File: src/logic/stmr_pkg.sv
// Shared constants, types and helpers for the sleep timer
`default_nettype none
package stmr_pkg;

	// ----------------------------------------------------------------
	// Widths
	// ----------------------------------------------------------------
	localparam int STMR_CNT_W  = 24;
	localparam int STMR_BYTE_W = 8;

	// ----------------------------------------------------------------
	// Register offsets (SFR addresses)
	// ----------------------------------------------------------------
	localparam logic [7:0] STMR_OFF_LOW  = 8'h95;
	localparam logic [7:0] STMR_OFF_MID  = 8'h96;
	localparam logic [7:0] STMR_OFF_HIGH = 8'h97;

	// ----------------------------------------------------------------
	// Field positions inside the 24-bit count / compare word
	// ----------------------------------------------------------------
	localparam int STMR_LOW_LSB  = 0;
	localparam int STMR_MID_LSB  = 8;
	localparam int STMR_HIGH_LSB = 16;

	// ----------------------------------------------------------------
	// Reset values
	// ----------------------------------------------------------------
	localparam logic [23:0] STMR_CNT_RST  = 24'h000000;
	localparam logic [23:0] STMR_CMP_RST  = 24'hFFFFFF;
	localparam logic [7:0]  STMR_BYTE_RST = 8'h00;

	// ----------------------------------------------------------------
	// Power modes as driven by the power manager
	// ----------------------------------------------------------------
	localparam logic [1:0] STMR_PM_ACTIVE = 2'h0;
	localparam logic [1:0] STMR_PM_LIGHT  = 2'h1;
	localparam logic [1:0] STMR_PM_DEEP   = 2'h2;

	// ----------------------------------------------------------------
	// Timing: low-frequency clock against the 125 MHz system clock
	// ----------------------------------------------------------------
	localparam real STMR_LF_FREQ_KHZ  = 32.768;
	localparam real STMR_SYS_FREQ_MHZ = 125.0;
	// Nominal spacing of two ticks in system cycles, rounded down
	localparam int  STMR_LF_PERIOD_CYC = int'($floor(STMR_SYS_FREQ_MHZ * 1000.0 / STMR_LF_FREQ_KHZ));

	// ----------------------------------------------------------------
	// SFR access carrier
	// ----------------------------------------------------------------
	typedef struct packed {
		logic [7:0] addr;
		logic       rd;
		logic       wr;
		logic [7:0] wdata;
	} stmr_sfr_req_type;

	// Address decode used by reads and writes alike
	function automatic logic stmr_hit(input logic [7:0] addr, input logic [7:0] off);
		return addr == off;
	endfunction

endpackage
`default_nettype wire

File: src/logic/stmr_sync.sv
// Two-flop synchroniser of the low-frequency clock pin with rising-edge tick
`timescale 1ns/10ps
`default_nettype none
module stmr_sync
	import stmr_pkg::*;
(
	input  wire logic sys_clk,
	input  wire logic rst,
	input  wire logic lf_clk_pin,
	output var  logic tick_q
);

	logic meta_q;
	logic sync_q;
	logic prev_q;

	// ----------------------------------------------------------------
	// Synchroniser: meta_q feeds sync_q only
	// ----------------------------------------------------------------
	always_ff @(posedge sys_clk or posedge rst) begin
		if (rst) begin
			meta_q <= 1'b0;
			sync_q <= 1'b0;
		end else begin
			meta_q <= lf_clk_pin;
			sync_q <= meta_q;
		end
	end

	// Rising edge of the settled level gives one tick per LF period
	always_ff @(posedge sys_clk or posedge rst) begin
		if (rst) begin
			prev_q <= 1'b0;
			tick_q <= 1'b0;
		end else begin
			prev_q <= sync_q;
			tick_q <= sync_q & ~prev_q;
		end
	end

endmodule // stmr_sync
`default_nettype wire

File: src/logic/stmr_flag.sv
// Sticky event flag whose set beats a simultaneous clear
`timescale 1ns/10ps
`default_nettype none
module stmr_flag
	import stmr_pkg::*;
(
	input  wire logic sys_clk,
	input  wire logic rst,
	input  wire logic set,
	input  wire logic clr,
	output var  logic flag_q
);

	logic flag_d;

	// ----------------------------------------------------------------
	// Set wins so an event landing on the clear cycle is kept
	// ----------------------------------------------------------------
	always_comb begin
		flag_d = flag_q;
		if (clr) begin
			flag_d = 1'b0;
		end
		if (set) begin
			flag_d = 1'b1;
		end
	end

	always_ff @(posedge sys_clk or posedge rst) begin
		if (rst) begin
			flag_q <= 1'b0;
		end else begin
			flag_q <= flag_d;
		end
	end

endmodule // stmr_flag
`default_nettype wire

File: src/logic/stmr_top.sv
// Sleep timer: 24-bit LF counter, compare, flag, DMA trigger and wake-up
//
// Contract
// - A 24-bit counter steps up once per period of the 32.768 kHz clock.
// - Counting starts at reset release and never stops or pauses.
// - A compare event occurs when the count equals the 24-bit compare value.
// - A compare event raises the sleep compare flag, interrupt number 5.
// - The flag sits in the irq flag register and the enable bit gates the request.
// - The counter runs in light and deep sleep and a match wakes to active mode.
// - After reset the compare value is all ones.
// - Each compare event pulses DMA trigger source 9.
// - The high byte reads count bits 23..16 and writes compare bits 23..16.
// - The middle byte reads count bits 15..8 and writes compare bits 15..8.
// - Reading the low byte snapshots the upper bytes; read the low byte first.
// - High and middle writes wait and load with the low-byte write; write low last.
// - The count is offered as the timebase that carries the MAC timer across sleep.
// - The low byte reads count bits 7..0 and writes compare bits 7..0.
`timescale 1ns/10ps
`default_nettype none
module stmr_top
	import stmr_pkg::*;
#(
	parameter int CNT_W = STMR_CNT_W
)
(
	input  wire logic             sys_clk,
	input  wire logic             rst,
	input  wire logic             lf_clk_pin,
	input  wire stmr_sfr_req_type sfr_req,
	output var  logic [7:0]       sfr_rdata_q,
	output var  logic             sfr_rvalid_q,
	input  wire logic [1:0]       power_mode,
	input  wire logic             sleep_irq_enable,
	input  wire logic             sleep_flag_clear,
	output var  logic             sleep_compare_flag,
	output var  logic             sleep_irq_req_q,
	output var  logic             sleep_dma_trig_q,
	output var  logic             wake_req_q,
	output var  logic [CNT_W-1:0] mac_timebase_q
);

	// ----------------------------------------------------------------
	// Declarations
	// ----------------------------------------------------------------
	logic             tick;
	logic             tick_d1_q;
	logic [CNT_W-1:0] cnt_q;
	logic [CNT_W-1:0] cmp_q;
	logic [7:0]       pend_high_q;
	logic [7:0]       pend_mid_q;
	logic [15:0]      snap_q;
	logic             match;
	logic             hit_low;
	logic             hit_mid;
	logic             hit_high;
	logic             in_sleep;

	// ----------------------------------------------------------------
	// LF tick
	// ----------------------------------------------------------------
	stmr_sync stmr_sync_inst (
		.sys_clk    (sys_clk),
		.rst        (rst),
		.lf_clk_pin (lf_clk_pin),
		.tick_q     (tick)
	);

	// ----------------------------------------------------------------
	// Free-running counter
	// ----------------------------------------------------------------
	// No enable input: the count cannot be stopped by software or mode
	always_ff @(posedge sys_clk or posedge rst) begin
		if (rst) begin
			cnt_q <= CNT_W'(STMR_CNT_RST);
		end else if (tick) begin
			cnt_q <= cnt_q + CNT_W'(1);
		end
	end

	// Delayed tick marks the first cycle the new count is visible
	always_ff @(posedge sys_clk or posedge rst) begin
		if (rst) begin
			tick_d1_q <= 1'b0;
		end else begin
			tick_d1_q <= tick;
		end
	end

	// Count exported to the MAC timer for sleep bridging
	always_ff @(posedge sys_clk or posedge rst) begin
		if (rst) begin
			mac_timebase_q <= CNT_W'(STMR_CNT_RST);
		end else begin
			mac_timebase_q <= cnt_q;
		end
	end

	// ----------------------------------------------------------------
	// SFR decode
	// ----------------------------------------------------------------
	assign hit_low  = stmr_hit(sfr_req.addr, STMR_OFF_LOW);
	assign hit_mid  = stmr_hit(sfr_req.addr, STMR_OFF_MID);
	assign hit_high = stmr_hit(sfr_req.addr, STMR_OFF_HIGH);

	// ----------------------------------------------------------------
	// Compare value with staged upper bytes
	// ----------------------------------------------------------------
	// Staging keeps a half-written compare from firing a spurious match
	always_ff @(posedge sys_clk or posedge rst) begin
		if (rst) begin
			pend_high_q <= STMR_BYTE_RST;
			pend_mid_q  <= STMR_BYTE_RST;
		end else if (sfr_req.wr) begin
			if (hit_high) begin
				pend_high_q <= sfr_req.wdata;
			end
			if (hit_mid) begin
				pend_mid_q <= sfr_req.wdata;
			end
		end
	end

	always_ff @(posedge sys_clk or posedge rst) begin
		if (rst) begin
			cmp_q <= CNT_W'(STMR_CMP_RST);
		end else if (sfr_req.wr && hit_low) begin
			cmp_q <= CNT_W'({pend_high_q, pend_mid_q, sfr_req.wdata});
		end
	end

	// ----------------------------------------------------------------
	// Read path with low-byte snapshot
	// ----------------------------------------------------------------
	always_ff @(posedge sys_clk or posedge rst) begin
		if (rst) begin
			snap_q <= {STMR_BYTE_RST, STMR_BYTE_RST};
		end else if (sfr_req.rd && hit_low) begin
			snap_q <= cnt_q[STMR_HIGH_LSB+7:STMR_MID_LSB];
		end
	end

	// Unmapped reads return zero; data is valid one cycle after rd
	always_ff @(posedge sys_clk or posedge rst) begin
		if (rst) begin
			sfr_rdata_q  <= STMR_BYTE_RST;
			sfr_rvalid_q <= 1'b0;
		end else begin
			sfr_rvalid_q <= sfr_req.rd;
			if (!sfr_req.rd) begin
				sfr_rdata_q <= sfr_rdata_q;
			end else if (hit_low) begin
				sfr_rdata_q <= cnt_q[STMR_LOW_LSB+7:STMR_LOW_LSB];
			end else if (hit_mid) begin
				sfr_rdata_q <= snap_q[7:0];
			end else if (hit_high) begin
				sfr_rdata_q <= snap_q[15:8];
			end else begin
				sfr_rdata_q <= STMR_BYTE_RST;
			end
		end
	end

	// ----------------------------------------------------------------
	// Compare event
	// ----------------------------------------------------------------
	// Checked only on a fresh count so one value gives one event
	assign match    = tick_d1_q && (cnt_q == cmp_q);
	assign in_sleep = (power_mode == STMR_PM_LIGHT) || (power_mode == STMR_PM_DEEP);

	stmr_flag stmr_flag_inst (
		.sys_clk (sys_clk),
		.rst     (rst),
		.set     (match),
		.clr     (sleep_flag_clear),
		.flag_q  (sleep_compare_flag)
	);

	// Event outputs
	always_ff @(posedge sys_clk or posedge rst) begin
		if (rst) begin
			sleep_dma_trig_q <= 1'b0;
			wake_req_q       <= 1'b0;
		end else begin
			sleep_dma_trig_q <= match;
			wake_req_q       <= match && in_sleep;
		end
	end

	// Request follows flag one cycle later; enable gates it
	always_ff @(posedge sys_clk or posedge rst) begin
		if (rst) begin
			sleep_irq_req_q <= 1'b0;
		end else begin
			sleep_irq_req_q <= sleep_compare_flag && sleep_irq_enable;
		end
	end

	logic first_q;
	logic [12:0] gap_q;

	// Marks the first cycle after reset release
	always_ff @(posedge sys_clk or posedge rst) begin
		if (rst) begin
			first_q <= 1'b1;
		end else begin
			first_q <= 1'b0;
		end
	end

	// Cycles since last tick, saturating
	always_ff @(posedge sys_clk or posedge rst) begin
		if (rst) begin
			gap_q <= 13'h0000;
		end else if (tick) begin
			gap_q <= 13'h0000;
		end else if (gap_q != 13'h1FFF) begin
			gap_q <= gap_q + 13'h0001;
		end
	end
endmodule // stmr_top
`default_nettype wire

File: config.mk
export PLATFORM = sky130hd
export DESIGN_NAME = stmr_top
export DESIGN_NICKNAME = d
export VERILOG_FILES = /design/src/logic/stmr_pkg.sv /design/src/logic/stmr_sync.sv /design/src/logic/stmr_flag.sv /design/src/logic/stmr_top.sv
export SDC_FILE = /design/constraint.sdc
export NUM_CORES = 1
export LEC_CHECK = 0
export BUFFER_PORTS_ARGS = -buffer_cell sky130_fd_sc_hd__buf_2
export CORE_MARGIN = 2
export CORE_UTILIZATION = 55
export CTS_CLUSTER_SIZE = 40
export DETAILED_ROUTE_END_ITERATION = 8
export HOLD_SLACK_MARGIN = 0.02
export PLACE_DENSITY = 0.79
export SYNTH_ARGS = -nofsm -noshare
export SYNTH_HDL_FRONTEND = slang
export SYNTH_HIERARCHICAL = 1
export SYNTH_SLANG_ARGS = --single-unit
File: constraint.sdc
create_clock -name sys_clk -period 7.7 [get_ports sys_clk]
set_clock_uncertainty 0.1 [all_clocks]
set_input_delay 1.54 -clock sys_clk [delete_from_list [all_inputs] [get_ports sys_clk]]
set_output_delay 1.54 -clock sys_clk [all_outputs]
set_load 0.03 [all_outputs]
# [Word-level counts from Yosys, hierarchy flattened]
# Cells that the tools add are included.
[totals] input_bits=25 register_bits=122 wordCells=40 out_inout_bits=37
[classes] eq_ne=6 addsub=1 mux=5 reduce_logical=9 bitwise_logic=2
[op_table] operator="$add 24x1->24 const B" n=1
[op_table] operator="$eq 24x24->1" n=1
[op_table] operator="$eq 8x8->1 const B" n=3
[op_table] operator="$mux 8" n=3
[op_table] operator="$logic_and 1x1->1" n=5
[op_table] operator="$reduce_and 2->1" n=2
[op_table] operator="$eq 2x1->1 const B" n=1
[op_table] operator="$eq 2x2->1 const B" n=1
[op_table] operator="$mux 1" n=2
[op_table] operator="$reduce_bool 2->1" n=1
[op_table] operator="$and 1x1->1" n=1
[op_table] operator="$logic_or 1x1->1" n=1
[op_table] operator="$not 1->1" n=1

# [Logic depth before layout (Yosys ltp)]
[logic_depth] word_depth=4 ltp_mapped=6

# [By module]
# Netlist, hierarchy kept.
[by_module_without_submodules] mod="stmr_top" seq_area_each_um2=2957.8 area_per_inst_um2=4865.9 instances=1 cells_each=323
[by_module_without_submodules] mod="stmr_sync" seq_area_each_um2=100.1 area_per_inst_um2=117.6 instances=1 cells_each=6
[by_module_without_submodules] mod="stmr_flag" seq_area_each_um2=25.0 area_per_inst_um2=40.0 instances=1 cells_each=4

# [Least setup slack after synthesis]
# Ideal clock, no wire load.
[synth_path] path_kind="input to register" startpoint="in sfr_req[13] in the netlist's numbering" endpoint="reg pend_high_q[0]" path_buffers=1 path_slack_ps=4663 cell_stages=5 t_required_ps=7475 arrival_ps=2812 path_cell_list="nand4bb_1 > nor3b_4 > and4_2 > buf_6 > mux2_2"
[synth_via] elab_chain_len=2
[synth_rtl] element="start, declared" line_no="stmr_top.sv:29" source="input wire stmr_sfr_req_type sfr_req,"
[synth_rtl] element="$eq 8x8->1" line_no="stmr_pkg.sv:59" source="return addr == off;"
[synth_rtl] element="$reduce_and 2->1 (no line)"
[synth_rtl] element="end signal, assigned" line_no="stmr_top.sv:115" source="pend_high_q <= sfr_req.wdata;"
[synth_rtl] element="end, declared" line_no="stmr_top.sv:49" source="logic [7:0] pend_high_q;"
# Every way passes these cells.
# A chain may end at the register's enable or synchronous reset.

# [Worst setup path after layout]
[layout_path] startpoint="in sfr_req[10] in the netlist's numbering" endpoint="reg cmp_q[19]"
[layout_via] elab_chain_len=2
[layout_rtl] element="$eq 8x8->1" line_no="stmr_pkg.sv:59"
[layout_rtl] element="$logic_and 1x1->1" line_no="stmr_top.sv:126" source="end else if (sfr_req.wr && hit_low) begin"
[layout_rtl] element="end signal, assigned" line_no="stmr_top.sv:125" source="cmp_q <= CNT_W'(STMR_CMP_RST);"
[layout_rtl] element="end signal, assigned" line_no="stmr_top.sv:127" source="cmp_q <= CNT_W'({pend_high_q, pend_mid_q, sfr_req.wdata});"
[layout_rtl] element="end, declared" line_no="stmr_top.sv:48" source="logic [CNT_W-1:0] cmp_q;"
# Every way passes these cells.

==> metrics.md <==
| Metric | Value |
|---|---|
| Worst min-delay path class | `reg2reg` |
| # IOs | `62` |
| Post-synthesis to final-layout area growth | `19.4%` |
| Starting Density | `0.570` |
| P_leak | `3.03 nW` |
| Register Area | `3080 um2` |
| Worst-skew pair later-pin latency | `510 ps` |
| PwrDens | `283 nW/um2` |
| WP data required | `8040 ps` |
| First-pass GRT wire length | `15.9 mm` |
| Largest net degree at the start of global routing | `63` |
| Crit path largest cell delay | `730 ps` |
| # resized after CTS | `0` |
| Crit end category | `flip-flop` |
| Routed WL | `9.98 mm` |
| Post-layout net count | `426` |
| Commonest non-fill, non-tap cell in the layout | `dfrtp_1` |
| Setup WS pre-CTS | `4110 ps` |
| CP max FO | `24` |
| Post-Syn Instances | `333` |
| GPL Wtd Cong | `0.811` |
| Maximum clock frequency | `318 MHz` |
| # rows | `34` |
| Final Critical Period | `3150 ps` |
| Most frequent cells in the layout | `98 x dfrtp_1, 61 x buf_2, 35 x mux2_2, 34 x xnor2_1, 30 x mux2_4` |
| Total track usage | `0.215` |
| Core Area | `8810 um2` |
| Hpwl dp | `6.50 mm` |
| Vias | `2882` |
| ANT cells | `0` |
| Max Slew Vio Count | `0` |
| Hold Buf Count CTS | `0` |
| CTS tree | `built` |
| Register area share after synthesis | `0.614` |
| Root buffer cell | `clkbuf_8` |
| Worst-path clk slew | `50 ps` |
| VDD IR max | `0.170 mV` |
| Finished Layout Cells | `521` |
| Status | `completed` |
| Cells along the critical path | `buf_2 > nor2b_1 > nand3_4 > mux2_4` |
| Unique masters post-synth | `36` |
| Tightest Pin Transition | `865 ps` |
| Placed cell count | `489` |
| CTS H-tree depth | `4` |
| Post-CTS Setup Bufs | `0` |
| Synthesized cell area | `5020 um2` |
| Final ANT Viol Nets | `0` |
| WS Path Type | `in2reg` |
| Post-route DRC | `0` |
| Multi-input gate area | `1790 um2` |
| Final WS setup | `4550 ps` |
| Vias in the first global route | `2943` |
| Share of layout cells above drive strength 1 | `0.467` |
| Max Root-Sink Buffers | `2` |
| YS warnings | `6` |
| Via density | `5.53` |
| Setup TNS | `0 ps` |
| Max_cap viols | `0` |
| GRT overflow | `0` |
| Fin. Hold Viols | `0` |
| WL per Instance | `19.2 um` |
| Synth Net Count | `359` |
| Die area | `9910 um2` |
| Critical path launch point type | `input pin` |
| Num CTS Buffers | `17` |
| Synth Register Bits | `122` |
| Buf+Inv Stages, Crit Path | `1` |
| Tcrit/Tclk final | `0.409` |
| Arr. time, crit path | `3490 ps` |
| Slowest cell on the critical path | `nor2b_1` |
| Die height | `99.6 um` |
| RSZ-0062 raised after global routing | `no` |
| DRT iter0 DRCs | `132` |
| Pre-antenna DRT Iters | `5` |
| PortBufs | `61` |
| Die W | `99.6 um` |
| Kind of cell adding the most delay to the critical path | `simple AND/OR/NAND/NOR gates` |
| # clock sinks | `122` |
| Final setup fails | `0` |
| Max transition margin | `0.422` |
| Initial antenna violation count | `0` |
| # fillers | `613` |
| Mean post-synth cell area | `15.1 um2` |
worst paths after layout:
kind	startpoint	end	slack, ps	cells past startpoint
hold reg to reg	stmr_sync_inst/meta_q$_DFF_PP0_	stmr_sync_inst/sync_q$_DFF_PP0_	240	0
min in group asynchronous	rst	stmr_flag_inst/flag_q$_DFFE_PP0P_	800	2
setup reg to reg	cnt_q[12]$_DFFE_PP0P_	stmr_flag_inst/flag_q$_DFFE_PP0P_	5630	5
setup / recovery	sfr_req[10]	cmp_q[19]$_DFFE_PP1P_	4550	4
max in group asynchronous	rst	mac_timebase_q[7]$_DFF_PP0_	5270	3
hold / removal	stmr_sync_inst/meta_q$_DFF_PP0_	stmr_sync_inst/sync_q$_DFF_PP0_	240	0
per-layer routing:
layer | routed length [um] | vias to the layer above | part of all wire | global-route usage
met5 | 0 | - | 0 | 0
met4 | 82 | 0 | 0.0082 | 0.0843
met3 | 401 | 9 | 0.040 | 0.0590
met2 | 5000 | 99 | 0.50 | 0.335
met1 | 4490 | 1473 | 0.45 | 0.289
li1 | - | 1301 | - | -
registers in the layout, summed over array words and instances, names as in the netlist, 8 cells and up:
name,cells
pend_high_q,8
mac_timebase_q,24
pend_mid_q,8
snap_q,16
cnt_q,24
sfr_rdata_q,8
cmp_q,24
synth_stat cells:
library cell  instances  area, um2
and3_1                2       12.5
clkbuf_1              2       7.51
nand3_1               7       35.0
ha_1                  1       12.5
nand4bb_1             1       11.3
and4b_1               1       10.0
nor2b_4               1       13.8
nor2_1                4       15.0
a22oi_1               8       60.1
nor3_1                2       10.0
nand4_2               1       12.5
dfstp_2              24        631
dfrtp_1              98       2450
mux2_4               30        450
o22ai_1               8       50.1
clkbuf_2              2       10.0
nor2b_1               1       6.26
buf_4                 1       7.51
a21o_1                1       7.51
or4_4                 1       11.3
buf_6                 5       56.3
mux2_2               35        394
nand2_1               9       33.8
and2_1                1       6.26
xnor2_1              34        298
nor4_2                1       12.5
nand4_1              11       68.8
and4_1                2       17.5
inv_1                13       48.8
nor4_4                2       42.5
nand3_4               2       35.0
and4_2                1       10.0
nor3b_4               1       18.8
xor2_1               14        123
nor4_1                2       12.5
buf_2                 4       20.0
layout make-up:
cell class                      instances  share of cell area
Clock buffer                           21              0.0765
Clock inverter                         11              0.0279
Inverter                               13             0.00855
Multi-Input combinational cell        184               0.298
Sequential cell                       122               0.514
Tap cell                              108              0.0225
Timing Repair Buffer                   62              0.0521
metrics by stage:
stage,util,total power [W],area (um2),hold WS (ps)
after global routing,0.681,0.00175,6000,263
after floorplan,-,0.000832,5020,231
after detailed placement,0.610,0.000880,5370,236
final,0.681,0.00170,6000,245
after global placement,0.610,0.000876,5370,238
after CTS,0.681,0.00171,6000,248
cells by family (layout without fill, tap and decap cells):
| family | count (synthesis) | in the layout | synth area share |
|---|---|---|---|
| AOI/OAI and AO/OA | 17 | 17 | 0.0234 |
| xor gates and xnor gates | 48 | 48 | 0.0837 |
| adders and majority gates | 1 | 1 | 0.00249 |
| buffers and inverters | 27 | 107 | 0.0299 |
| DFF | 122 | 122 | 0.614 |
| muxes | 65 | 65 | 0.168 |
| and+or+nand+nor | 53 | 53 | 0.0787 |
power breakdown:
part | switching, W | internal, W
logic | 0.0000844 | 0.0000553
clock network | 0.000273 | 0.000550
registers | 0.0000506 | 0.000682
total | 0.000408 | 0.00129
(Power assumes the default switching activity.)
